File: src/rom_pkg.sv
// shared constants and carrier types for the synchronous mask rom block
package rom_pkg;

   // ------------------------------------------------------------
   // generation limits
   // ------------------------------------------------------------
   localparam int YMUX_A       = 8;
   localparam int YMUX_B       = 16;
   localparam int YMUX_C       = 32;
   localparam int WORDS_MAX_A  = 4096;
   localparam int WORDS_MAX_B  = 8192;
   localparam int WORDS_MAX_C  = 16384;
   localparam int WORDS_MIN_A  = 16;    // also the depth step
   localparam int WORDS_MIN_B  = 32;    // also the depth step
   localparam int WORDS_MIN_C  = 64;    // also the depth step
   localparam int BITS_MAX_A   = 64;
   localparam int BITS_MAX_B   = 32;
   localparam int BITS_MAX_C   = 16;
   localparam int BITS_MIN_1BA = 2;
   localparam int BITS_MIN_2BA = 4;

   // ------------------------------------------------------------
   // register map (byte addresses) and fields
   // ------------------------------------------------------------
   localparam logic [3:0] OFF_CTRL   = 4'h0;
   localparam logic [3:0] OFF_STATUS = 4'h4;
   localparam logic [3:0] OFF_COUNT  = 4'h8;
   localparam logic [3:0] OFF_LAST   = 4'hc;
   localparam int         CTRL_FORCE_STBY = 0;
   localparam int         STAT_CFG_OK     = 0;
   localparam int         STAT_LAST_SEL   = 1;
   localparam int         STAT_OE         = 2;
   localparam logic       CTRL_RESET      = 1'b0;
   localparam logic [31:0] COUNT_RESET    = 32'h0000_0000;

   // ------------------------------------------------------------
   // axi4-lite answer codes
   // ------------------------------------------------------------
   localparam logic [1:0] RESP_OKAY   = 2'b00;
   localparam logic [1:0] RESP_SLVERR = 2'b10;

   // ------------------------------------------------------------
   // carriers
   // ------------------------------------------------------------
   typedef struct packed {
      logic        awvalid;
      logic [3:0]  awaddr;
      logic        wvalid;
      logic [31:0] wdata;
      logic [3:0]  wstrb;
      logic        bready;
      logic        arvalid;
      logic [3:0]  araddr;
      logic        rready;
   } axil_req_t;

   typedef struct packed {
      logic        awready;
      logic        wready;
      logic        bvalid;
      logic [1:0]  bresp;
      logic        arready;
      logic        rvalid;
      logic [31:0] rdata;
      logic [1:0]  rresp;
   } axil_rsp_t;

   // ------------------------------------------------------------
   // legality of a generation point
   // ------------------------------------------------------------
   function automatic logic cfg_legal(input int ymux, input int words, input int bits, input int banks);
      int wmax;
      int bmax;
      int bmin;
      int wmin;
      wmax = 0;
      wmin = 1;
      bmax = 0;
      bmin = (banks == 2) ? BITS_MIN_2BA : BITS_MIN_1BA;
      case (ymux)
         YMUX_A: begin
            wmax = WORDS_MAX_A;
            wmin = WORDS_MIN_A;
            bmax = BITS_MAX_A;
         end
         YMUX_B: begin
            wmax = WORDS_MAX_B;
            wmin = WORDS_MIN_B;
            bmax = BITS_MAX_B;
         end
         YMUX_C: begin
            wmax = WORDS_MAX_C;
            wmin = WORDS_MIN_C;
            bmax = BITS_MAX_C;
         end
         default: begin
            wmax = 0;
            bmax = 0;
         end
      endcase
      bmax = bmax * banks;
      // depth runs from its minimum in steps of that same minimum
      return (wmax != 0) && (banks == 1 || banks == 2) && (words >= wmin) && (words <= wmax)
             && (words % wmin == 0) && (bits >= bmin) && (bits <= bmax);
   endfunction

endpackage

File: src/rom_array.sv
// fixed-content word array with a combinational lookup
`timescale 1ns/10ps
`default_nettype none
module rom_array #(
   parameter int                    WORDS    = 4096,
   parameter int                    BITS     = 32,
   parameter int                    AW       = $clog2(WORDS),
   parameter bit                    HAS_INIT = 1'b0,
   parameter logic [WORDS*BITS-1:0] INIT     = '0
) (
   input  wire logic [AW-1:0]   addr,
   output logic      [BITS-1:0] word
);

   // ------------------------------------------------------------
   // default image: address and its inverse, repeated
   // ------------------------------------------------------------
   function automatic logic [BITS-1:0] pattern(input logic [AW-1:0] a);
      logic [BITS-1:0] w;
      w = '0;
      for (int i = 0; i < BITS; i++) begin
         w[i] = (i / AW) % 2 == 0 ? a[i % AW] : ~a[i % AW];
      end
      return w;
   endfunction

   // lookup only: no write path exists
   always_comb begin
      if (HAS_INIT) begin
         word = INIT[addr*BITS +: BITS];
      end else begin
         word = pattern(addr);
      end
   end

endmodule
`default_nettype wire

File: src/sync_mask_rom_read.sv
// synchronous mask rom read port with an axi4-lite control and status slave
`timescale 1ns/10ps
`default_nettype none
module sync_mask_rom_read #(
   parameter int                    YMUX     = 8,
   parameter int                    BANKS    = 1,
   parameter int                    WORDS    = 4096,
   parameter int                    BITS     = 32,
   parameter bit                    HAS_INIT = 1'b0,
   parameter logic [WORDS*BITS-1:0] INIT     = '0
) (
   input  wire logic                         sys_clk,
   input  wire logic                         srst,
   input  wire logic [$clog2(WORDS)-1:0]     rom_addr,
   input  wire logic                         rom_sel_n,
   input  wire logic                         drive_gate_low,
   output logic      [BITS-1:0]              rom_dout,
   output logic                              rom_dout_oe,
   input  wire rom_pkg::axil_req_t           axi_req,
   output rom_pkg::axil_rsp_t                axi_rsp
);

   // ------------------------------------------------------------
   // derived sizes
   // ------------------------------------------------------------
   localparam int  AW     = $clog2(WORDS);
   localparam logic CFG_OK = rom_pkg::cfg_legal(YMUX, WORDS, BITS, BANKS);

   // ------------------------------------------------------------
   // module state
   // ------------------------------------------------------------
   typedef struct packed {
      logic [BITS-1:0] dout;
      logic            last_sel;
      logic            force_stby;
      logic [31:0]     count;
      logic            aw_have;
      logic [3:0]      aw_addr;
      logic            w_have;
      logic [31:0]     w_data;
      logic [3:0]      w_strb;
      logic            bvalid;
      logic [1:0]      bresp;
      logic            rvalid;
      logic [31:0]     rdata;
      logic [1:0]      rresp;
   } state_t;

   state_t state_reg;
   state_t state_next;

   // array side
   logic [BITS-1:0] array_word;
   logic            standby;
   logic            array_clk_en;
   logic            access;

   // write channel merge
   logic            aw_take;
   logic            w_take;
   logic            aw_ok;
   logic            w_ok;
   logic [3:0]      wr_addr;
   logic [31:0]     wr_data;
   logic [3:0]      wr_strb;

   // ------------------------------------------------------------
   // word array
   // ------------------------------------------------------------
   rom_array #(
      .WORDS    (WORDS),
      .BITS     (BITS),
      .AW       (AW),
      .HAS_INIT (HAS_INIT),
      .INIT     (INIT)
   ) u_array (
      .addr (rom_addr),
      .word (array_word)
   );

   // ------------------------------------------------------------
   // register address decode
   // ------------------------------------------------------------
   // true for the four words of the map; the rest answer slverr
   function automatic logic reg_mapped(input logic [3:0] a);
      logic hit;
      hit = 1'b0;
      case (a)
         rom_pkg::OFF_CTRL,
         rom_pkg::OFF_STATUS,
         rom_pkg::OFF_COUNT,
         rom_pkg::OFF_LAST: begin
            hit = 1'b1;
         end
         default: begin
            hit = 1'b0;
         end
      endcase
      return hit;
   endfunction

   // ------------------------------------------------------------
   // register read decode
   // ------------------------------------------------------------
   function automatic logic [33:0] reg_read(input logic [3:0] a, input state_t s);
      logic [31:0] d;
      logic [1:0]  r;
      d = 32'h0000_0000;
      r = reg_mapped(a) ? rom_pkg::RESP_OKAY : rom_pkg::RESP_SLVERR;
      case (a)
         rom_pkg::OFF_CTRL: begin
            d[rom_pkg::CTRL_FORCE_STBY] = s.force_stby;
         end
         rom_pkg::OFF_STATUS: begin
            d[rom_pkg::STAT_CFG_OK]   = CFG_OK;
            d[rom_pkg::STAT_LAST_SEL] = s.last_sel;
            d[rom_pkg::STAT_OE]       = ~rom_sel_n & ~drive_gate_low;
         end
         rom_pkg::OFF_COUNT: begin
            d = s.count;
         end
         rom_pkg::OFF_LAST: begin
            d = 32'(s.dout);
         end
         default: begin
            d = 32'h0000_0000;
         end
      endcase
      return {r, d};
   endfunction

   // ------------------------------------------------------------
   // bus handshakes
   // ------------------------------------------------------------
   // a channel is taken only while nothing of it is held and no answer waits
   assign aw_take = axi_req.awvalid & ~state_reg.aw_have & ~state_reg.bvalid;
   assign w_take  = axi_req.wvalid & ~state_reg.w_have & ~state_reg.bvalid;

   // address and data may arrive in either order
   assign aw_ok   = state_reg.aw_have | aw_take;
   assign w_ok    = state_reg.w_have | w_take;

   // held copy wins over the live bus once taken
   assign wr_addr = state_reg.aw_have ? state_reg.aw_addr : axi_req.awaddr;
   assign wr_data = state_reg.w_have ? state_reg.w_data : axi_req.wdata;
   assign wr_strb = state_reg.w_have ? state_reg.w_strb : axi_req.wstrb;

   // ------------------------------------------------------------
   // stand-by and access gating
   // ------------------------------------------------------------
   // deselected or forced idle: the array sleeps on this edge
   assign standby      = rom_sel_n | state_reg.force_stby;

   // deselect drops the capture enable; the combinational lookup still runs but nothing is captured
   assign array_clk_en = ~standby;

   // an access needs a rising edge with select sampled low
   assign access       = array_clk_en;

   // ------------------------------------------------------------
   // access counter step
   // ------------------------------------------------------------
   // a clear meeting an access leaves one: the clear applies and the access still counts
   function automatic logic [31:0] next_count(input logic [31:0] c, input logic clr, input logic acc);
      logic [31:0] n;
      n = c;
      if (clr) begin
         n = acc ? 32'h0000_0001 : rom_pkg::COUNT_RESET;
      end else if (acc) begin
         n = c + 32'h0000_0001;
      end
      return n;
   endfunction

   // ------------------------------------------------------------
   // next state
   // ------------------------------------------------------------
   always_comb begin
      logic [33:0] rd;
      rd         = reg_read(axi_req.araddr, state_reg);
      state_next = state_reg;

      // rom access on rising edge; nothing moves between edges
      state_next.last_sel = access;
      if (access) begin
         state_next.dout = array_word;
      end
      // when deselected the held word stays until the next access

      // write channel capture
      if (aw_take) begin
         state_next.aw_have = 1'b1;
         state_next.aw_addr = axi_req.awaddr;
      end
      if (w_take) begin
         state_next.w_have = 1'b1;
         state_next.w_data = axi_req.wdata;
         state_next.w_strb = axi_req.wstrb;
      end

      // access counter; an access in the clearing cycle still counts
      state_next.count = next_count(state_reg.count,
                                    aw_ok && w_ok && wr_addr == rom_pkg::OFF_COUNT && wr_strb != 4'h0,
                                    access);

      // write commit once both address and data are in
      if (aw_ok && w_ok) begin
         state_next.aw_have = 1'b0;
         state_next.w_have  = 1'b0;
         state_next.bvalid  = 1'b1;
         state_next.bresp   = reg_mapped(wr_addr) ? rom_pkg::RESP_OKAY : rom_pkg::RESP_SLVERR;
         case (wr_addr)
            rom_pkg::OFF_CTRL: begin
               if (wr_strb[0]) begin
                  state_next.force_stby = wr_data[rom_pkg::CTRL_FORCE_STBY];
               end
            end
            rom_pkg::OFF_STATUS, rom_pkg::OFF_COUNT, rom_pkg::OFF_LAST: begin
               state_next.bresp = rom_pkg::RESP_OKAY; // status and last ignore writes; a write to count clears it
            end
            default: begin
               state_next.bresp = rom_pkg::RESP_SLVERR;
            end
         endcase
      end

      // answer taken: write channel opens again
      if (state_reg.bvalid && axi_req.bready) begin
         state_next.bvalid = 1'b0;
      end

      // read channel: one outstanding read
      if (state_reg.rvalid) begin
         if (axi_req.rready) begin
            state_next.rvalid = 1'b0;
         end
      end else if (axi_req.arvalid) begin
         state_next.rvalid = 1'b1;
         state_next.rdata  = rd[31:0];
         state_next.rresp  = rd[33:32];
      end

      // synchronous reset wins over everything above
      if (srst) begin
         state_next            = '0;
         state_next.force_stby = rom_pkg::CTRL_RESET;
         state_next.count      = rom_pkg::COUNT_RESET;
      end
   end

   // ------------------------------------------------------------
   // state register
   // ------------------------------------------------------------
   always_ff @(posedge sys_clk) begin
      state_reg <= state_next;
   end

   // ------------------------------------------------------------
   // outputs
   // ------------------------------------------------------------
   // enable is pure logic of the two pins, no clock involved
   assign rom_dout_oe = ~rom_sel_n & ~drive_gate_low;
   assign rom_dout    = state_reg.dout; // latched for a full cycle

   // ------------------------------------------------------------
   // bus answer
   // ------------------------------------------------------------
   always_comb begin
      // write side ready while nothing held and no answer pending
      axi_rsp.awready = ~state_reg.aw_have & ~state_reg.bvalid;
      axi_rsp.wready  = ~state_reg.w_have & ~state_reg.bvalid;

      // write answer stands until bready
      axi_rsp.bvalid  = state_reg.bvalid;
      axi_rsp.bresp   = state_reg.bresp;

      // one read in flight at a time
      axi_rsp.arready = ~state_reg.rvalid;

      // read answer stands until rready
      axi_rsp.rvalid  = state_reg.rvalid;
      axi_rsp.rdata   = state_reg.rdata;
      axi_rsp.rresp   = state_reg.rresp;
   end

endmodule
`default_nettype wire

File: config.mk
export PLATFORM = sky130hd
export DESIGN_NAME = sync_mask_rom_read
export DESIGN_NICKNAME = d
export VERILOG_FILES = /design/src/rom_pkg.sv /design/src/rom_array.sv /design/src/sync_mask_rom_read.sv
export SDC_FILE = /design/constraint.sdc
export NUM_CORES = 1
export LEC_CHECK = 0
export BUFFER_PORTS_ARGS = -buffer_cell sky130_fd_sc_hd__buf_2
export CORE_MARGIN = 2
export CORE_UTILIZATION = 47
export CTS_CLUSTER_SIZE = 20
export DETAILED_ROUTE_END_ITERATION = 12
export MAX_ROUTING_LAYER = met4
export PLACE_DENSITY = 0.76
export SLEW_MARGIN = 20
export SYNTH_ARGS = -nofsm -noshare
export SYNTH_HDL_FRONTEND = slang
export SYNTH_SLANG_ARGS = --single-unit
File: constraint.sdc
create_clock -name sys_clk -period 1.9 [get_ports sys_clk]
set_input_delay 0.38 -clock sys_clk [delete_from_list [all_inputs] [get_ports sys_clk]]
set_output_delay 0.38 -clock sys_clk [all_outputs]
set_load 0.03 [all_outputs]
==> metrics, run 1 <==
status=finished, violations left; failing checks=setup timing; share of cells above drive strength 1=0.289; hold path startpoint=rom_addr[7]; initial drt markers=between 300 and 400; Tot Pwr=~4.5 mW; Max Freq=about 520 MHz; Worst setup startpoint=state_reg[75]; Root Driver=clkbuf_8; Startpoint Class=register; Required @ worst endpoint=approximately 2.2 ns; CTS tree=yes; number of synthesized register bits=between 100 and 150; final setup vio count=18; r2r startpoint=state_reg[75]; final hold viol count=0; Max IR drop VDD=around 0.43 mV; Synth cell types=43; Mapped Cells=around 620; r2r endpoint=state_reg[80]; leakage power=between 2 and 2.5 nW; max reg flops=between 40 and 50; FFs w/ async S/R, synth=0; Bufs on Longest Clock Path=2; Starting Density=0.486; clock power share=0.295; Worst Hold Class=primary input to register; remaining antenna violation count=0; Critical Path Sink=state_reg[80]; io pins=about 140; Post-CTS Repair Setup Buffers=0; Sw Share=0.313; H-tree level count=3; global-route total usage across every layer=0.217; CTS Buf Count=9; first-pass GRT wire length=slightly below 20 mm; row cnt=37; Crit Path Class=register to register; Final Non-Filler Cells=817; Reg2Reg Setup Slack=-0.03 ns; die area=between 10000 and 15000 µm²; Final Max Slew Viols=0; power density cells=around 780 nW/µm²; Worst-path clk slew=about 0.11 ns; WL/cell=~15 µm; Via density=between 5 and 6; number of synthesized flops with an enable pin=0; First-pass DRT Iterations=5; Max-Cap Viols=0; number of synthesis warnings=0; Cell Area, Synth=around 5100 µm²; final core occ=0.551; # diodes=0; Post-Place Cells=800; GPL Wtd Cong=0.849; worst slack at placement=-0.241 ns; initial antenna violation count=0; synth-to-layout area growth=13.4%; port bufs=105; Clock Sinks=between 100 and 150; Worst EP arrival=2.24 ns; Worst Path Max Fanout=5; hold_buf cts=0; final setup margin=-0.0292 ns; GRT overflow=0; DP HPWL=between 9 and 10 mm; Core ar.=about 10000 µm²; average size of a mapped cell=approximately 8 µm²; Sw Pwr=approximately 1.4 mW; Comb power frac=0.173; fin crit period=about 1.9 ns; Layout Nets=approximately 740; post-synthesis sequential area ratio=0.415; vias in the first global route=~4200; WL final=about 12 mm; DIE WIDTH=~110 µm; RSZ-0062 raised after global routing=yes; Tcrit/Tclk final=1.02; Worst setup EP type=register; Die Y=~110 µm; P_int=between 3 and 4 mW; Worst Skew=~0.018 ns; sequential share of power=0.532; FF-to-FF path depth=4; vias post-DR=approximately 4500; Hold Slack=around 0.25 ns; DRC violations left=0; largest net degree at the start of global routing=64; dominant synthesized flop cell=dfxtp_1; clock latency on the worst-skew pair=~0.38 ns
==> what timing repair did <==
item,in CTS,in global routing
gates cloned,1,0
endpoints found under the hold margin,0,0
pin swaps,2,1
setup endpoints to repair,32,32
gates resized for setup,6,12
==> final cells by class <==
type	instances	area (µm²)
Multi-Input combinational cell	393	2280
Clock buffer	10	128
Inverter	9	33.8
Tap cell	136	170
Sequential cell	105	2110
Clock inverter	6	62.6
Fill cell	963	4670
Timing Repair Buffer	158	965
==> critical path, stage by stage, from the launching register on <==
cell and delay (ns):
dfxtp_2 0.34, or4b_4 0.55, a221o_2 0.42, or4b_1 0.49
nand3_1 0.08
==> cell usage after synthesis, types with 8 or more instances <==
cell      count  area share
a21oi_1      65       0.064
a221oi_1     19       0.033
buf_4        70        0.10
clkbuf_1     34       0.025
dfxtp_1     105        0.41
inv_1         9      0.0067
mux2i_1      14       0.028
nand2_1      53       0.039
nand3_1       8      0.0079
nand4_1      11       0.014
nor2_1       71       0.053
nor3_1       34       0.034
o21ai_0      29       0.029
or3_1        11       0.014
or4_1        10       0.015
==> kinds of logic after synthesis <==
family,after synthesis,share of synthesized area
adder cells (fa/ha/maj),1,0.00247
buffers and inverters,119,0.150
AO/OA/AOI/OAI,134,0.162
XOR/XNOR,9,0.0156
flip-flops,105,0.415
multiplexers,17,0.0343
other,1,0.000740
AND/OR/NAND/NOR,229,0.220
==> worst min-delay path by stage <==
| stage | end | slack, ns | cells after the start |
|---|---|---|---|
| after floorplan | axi_rsp[2] | 0.43 | 2 |
| after global placement | axi_rsp[4] | 0.45 | 2 |
| after detailed placement | axi_rsp[4] | 0.45 | 2 |
| after CTS | state_reg[113] | 0.23 | 2 |
| after global routing | rom_dout[7] | 0.25 | 3 |
| final | rom_dout[7] | 0.25 | 3 |
==> placed cells by master (no fill, tap or decap), types with 9 or more instances in the layout <==
cell type  netlist  routed
buf_2            0     105
dfxtp_1        105     102
nor2_1          71      71
a21oi_1         65      62
nand2_1         53      53
buf_4           70      49
nor3_1          34      33
o21ai_0         29      29
a221oi_1        19      19
mux2i_1         14      14
or3_1           11      11
nand4_1         11      11
inv_1            9       9
or4_1           10       9
clkbuf_8         2       9
==> routing by layer <==
| metal | global-route usage | share of wire |
|---|---|---|
| met5 | - | 0 |
| met2 | 0.364 | 0.51 |
| met4 | 0.0604 | 0.0064 |
| met1 | 0.263 | 0.43 |
| met3 | 0.0472 | 0.056 |
==> power groups by stage <==
stage          Sequential [mW]  Combinational, mW  Clock, mW
2_1_floorplan             2.41              0.659          0
3_3_place_gp              2.43              0.748          0
3_5_place_dp              2.43              0.763          0
4_1_cts                   2.38              0.772       1.36
5_1_grt                   2.40              0.843       1.46
6_report                  2.39              0.777       1.33
==> metrics by stage <==
| step | instance area [µm²] | setup TNS [ns] |
|---|---|---|
| 2_1_floorplan | 5070 | -1.38 |
| 3_3_place_gp | 5490 | -5.98 |
| 3_5_place_dp | 5490 | -7.28 |
| 4_1_cts | 5710 | -0.123 |
| 5_1_grt | 5740 | -1.17 |
| 6_report | 5740 | -0.184 |
Power figures use the tool's default switching activity.
==> run 2, diff against run 1 <==
--- a/config.mk
+++ b/config.mk
@@ -5,9 +5,10 @@
 export SDC_FILE = /design/constraint.sdc
 export NUM_CORES = 1
 export LEC_CHECK = 0
+export ABC_AREA = 1
 export BUFFER_PORTS_ARGS = -buffer_cell sky130_fd_sc_hd__buf_2
 export CORE_MARGIN = 2
-export CORE_UTILIZATION = 47
+export CORE_UTILIZATION = 48
 export CTS_CLUSTER_SIZE = 20
 export DETAILED_ROUTE_END_ITERATION = 12
 export MAX_ROUTING_LAYER = met4
==> run 2 against run 1 <==
Effect of this change:
- the flow now finishes without violations
- clock power rose by 44%
- non-clock buffer count decreased by 39
- clock skew is 0.0089 ns lower
- final cell count is 19% higher
- final area grew 2.6%
- maximum frequency increased by 21%
==> metrics, run 2 <==
first-pass GRT wire length=20.9 mm; dominant synthesized flop cell=dfxtp_1; Startpoint Class=register; Max-Cap Viols=0; clock latency on the worst-skew pair=0.34 ns; DP HPWL=between 9 and 10 mm; remaining antenna violation count=0; Tcrit/Tclk final=0.839; CP cell instances=nor2_2 > nand2_4 > a21oi_4 > nand3_1 > nand2_2 > nor3_1; number of synthesized register bits=approximately 110; CP top delay family=simple AND/OR/NAND/NOR gates; share of cells above drive strength 1=0.207; leading cell type in the layout, fill and taps excluded=nand2_1; Fin Setup TNS=0 ns; DRC violations left=0; Via density=4.92; Worst setup EP type=register; RSZ-0062 raised after global routing=no; Max IR drop VDD=0.438 mV; slowest stage cell, crit path=dfxtp_1; Max Freq=627 MHz; GPL Wtd Cong=between 0.9 and 1; hold_buf cts=0; fin crit period=about 1.6 ns; DIE WIDTH=between 100 and 150 µm; vias in the first global route=~4200; global-route total usage across every layer=0.229; top cell type's share of synthesized area=0.388; CP max stage delay=0.37 ns; Worst EP arrival=between 1.5 and 2 ns; Clock Sinks=105; worst path bufs/invs=0; Die Y=between 100 and 150 µm; row cnt=38; power density cells=approximately 870 nW/µm²; status=complete, no violations; WL final=about 13 mm; Tot Pwr=5.12 mW; number of synthesis warnings=0; Root Driver=clkbuf_16; commonest cells in the netlist=nand2_1 (150), nor2_1 (136), dfxtp_1 (105), inv_1 (84), o21ai_0 (72); initial drt markers=459; average size of a mapped cell=6.81 µm²; Cell Area, Synth=between 5000 and 6000 µm²; CTS resizes=0; WL/cell=13.5 µm; Final Max Slew Viols=0; Post-CTS Repair Setup Buffers=0; CTS tree=yes; Required @ worst endpoint=~2.1 ns; Bufs on Longest Clock Path=2; First-pass DRT Iterations=5; Final Non-Filler Cells=975; Worst Skew=around 0.0095 ns; Core ar.=roughly 11000 µm²; synth-to-layout area growth=8.85%; H-tree level count=3; vias post-DR=between 4000 and 5000; Area contributors post-synth=dfxtp_1 (39%), nand2_1 (10%), buf_4 (9.8%), nor2_1 (9.4%), o21ai_0 (6.7%); die area=12100 µm²; most frequent cell after synthesis=nand2_1; initial antenna violation count=0; final hold viol count=0; Layout Nets=around 900; leakage power=approximately 2.8 nW; final setup vio count=0; io pins=approximately 140; Post-Place Cells=around 960; post-synth top area cell=dfxtp_1; Crit Path Class=register to register; FFs w/ async S/R, synth=0; Worst-path clk slew=0.08 ns; Starting Density=0.495; max reg flops=45; largest net degree at the start of global routing=35; Worst Path Max Fanout=16; port bufs=around 110; Mapped Cells=795; GRT overflow=0; Worst Hold Class=primary input to register; # diodes=0; Fill cells=roughly 1100; CTS Buf Count=9; number of synthesized flops with an enable pin=0; final core occ=0.539; post-synthesis sequential area ratio=0.388; Synth cell types=38; most frequent cells in the layout=nand2_1 (150), nor2_1 (136), dfxtp_1 (105), buf_2 (105), inv_1 (84)
## run 2: changes by cell type in the layout (fill, tap and decap cells not counted), moves of 11 or more
cell | previous run | this run
a21oi_1 | 62 | 34
a221oi_1 | 19 | 0
buf_4 | 49 | 13
inv_1 | 9 | 84
mux2i_1 | 14 | 1
nand2_1 | 53 | 150
nand3_1 | 7 | 35
nor2_1 | 71 | 136
nor2_2 | 0 | 13
nor3_1 | 33 | 11
o21ai_0 | 29 | 72
or3_1 | 11 | 0
## run 2: routing by layer
| layer | global-route usage | share of wire | vias to the layer above |
|---|---|---|---|
| met5 | - | 0 | - |
| met4 | 0.0911 | 0.025 | 0 |
| met3 | 0.0241 | 0.064 | 24 |
| met2 | 0.348 | 0.44 | 180 |
| met1 | 0.314 | 0.47 | 2106 |
| li1 | - | - | 2489 |
## run 2: cells by family after synthesis
group                      Yosys count  share of synthesized area
AOI/OAI and AO/OA                  122                      0.121
muxes                                1                    0.00185
other                                1                   0.000692
and+or+nand+nor                    372                      0.294
adders and majority gates            1                    0.00231
DFF                                105                      0.388
xor gates and xnor gates             6                    0.00970
buffers and inverters              187                      0.182
## run 2: power by group
part	internal (mW)	switching, mW	leakage (nW)
Sequential	2.32	0.0856	0.861
Clock	1.04	0.867	0.145
Combinational	0.240	0.562	1.78
Total	3.60	1.51	2.79
## run 2: final timing paths
| kind | startpoint | slack (ns) | endpoint | depth (start not counted) |
|---|---|---|---|---|
| worst max-delay path | axi_rsp[38] | 0.31 | state_reg[91] | 6 |
| worst min-delay path | axi_req[6] | 0.21 | axi_rsp[38] | 2 |
| worst max register to register | axi_rsp[38] | 0.31 | state_reg[91] | 6 |
| worst min register to register | state_reg[77] | 0.46 | state_reg[77] | 2 |
## run 2: per-stage QoR
stage	hold WS [ns]	setup WS [ns]	cell area (µm²)
floorplan	0.430	0.303	5420
global placement	0.443	0.207	5590
detailed placement	0.446	0.205	5590
CTS	0.202	0.331	5900
global route	0.209	0.121	5900
finish	0.206	0.306	5900
## run 2: final cells by class
cell class              count  area (µm²)  area share
clock buffers              10         229      0.0388
repair buffers            119         643       0.109
well taps                 140         175      0.0297
flip-flops and latches    105        2100       0.357
multi-input cells         504        2330       0.395
clock inverters             6        75.1      0.0127
inverters                  91         342      0.0579
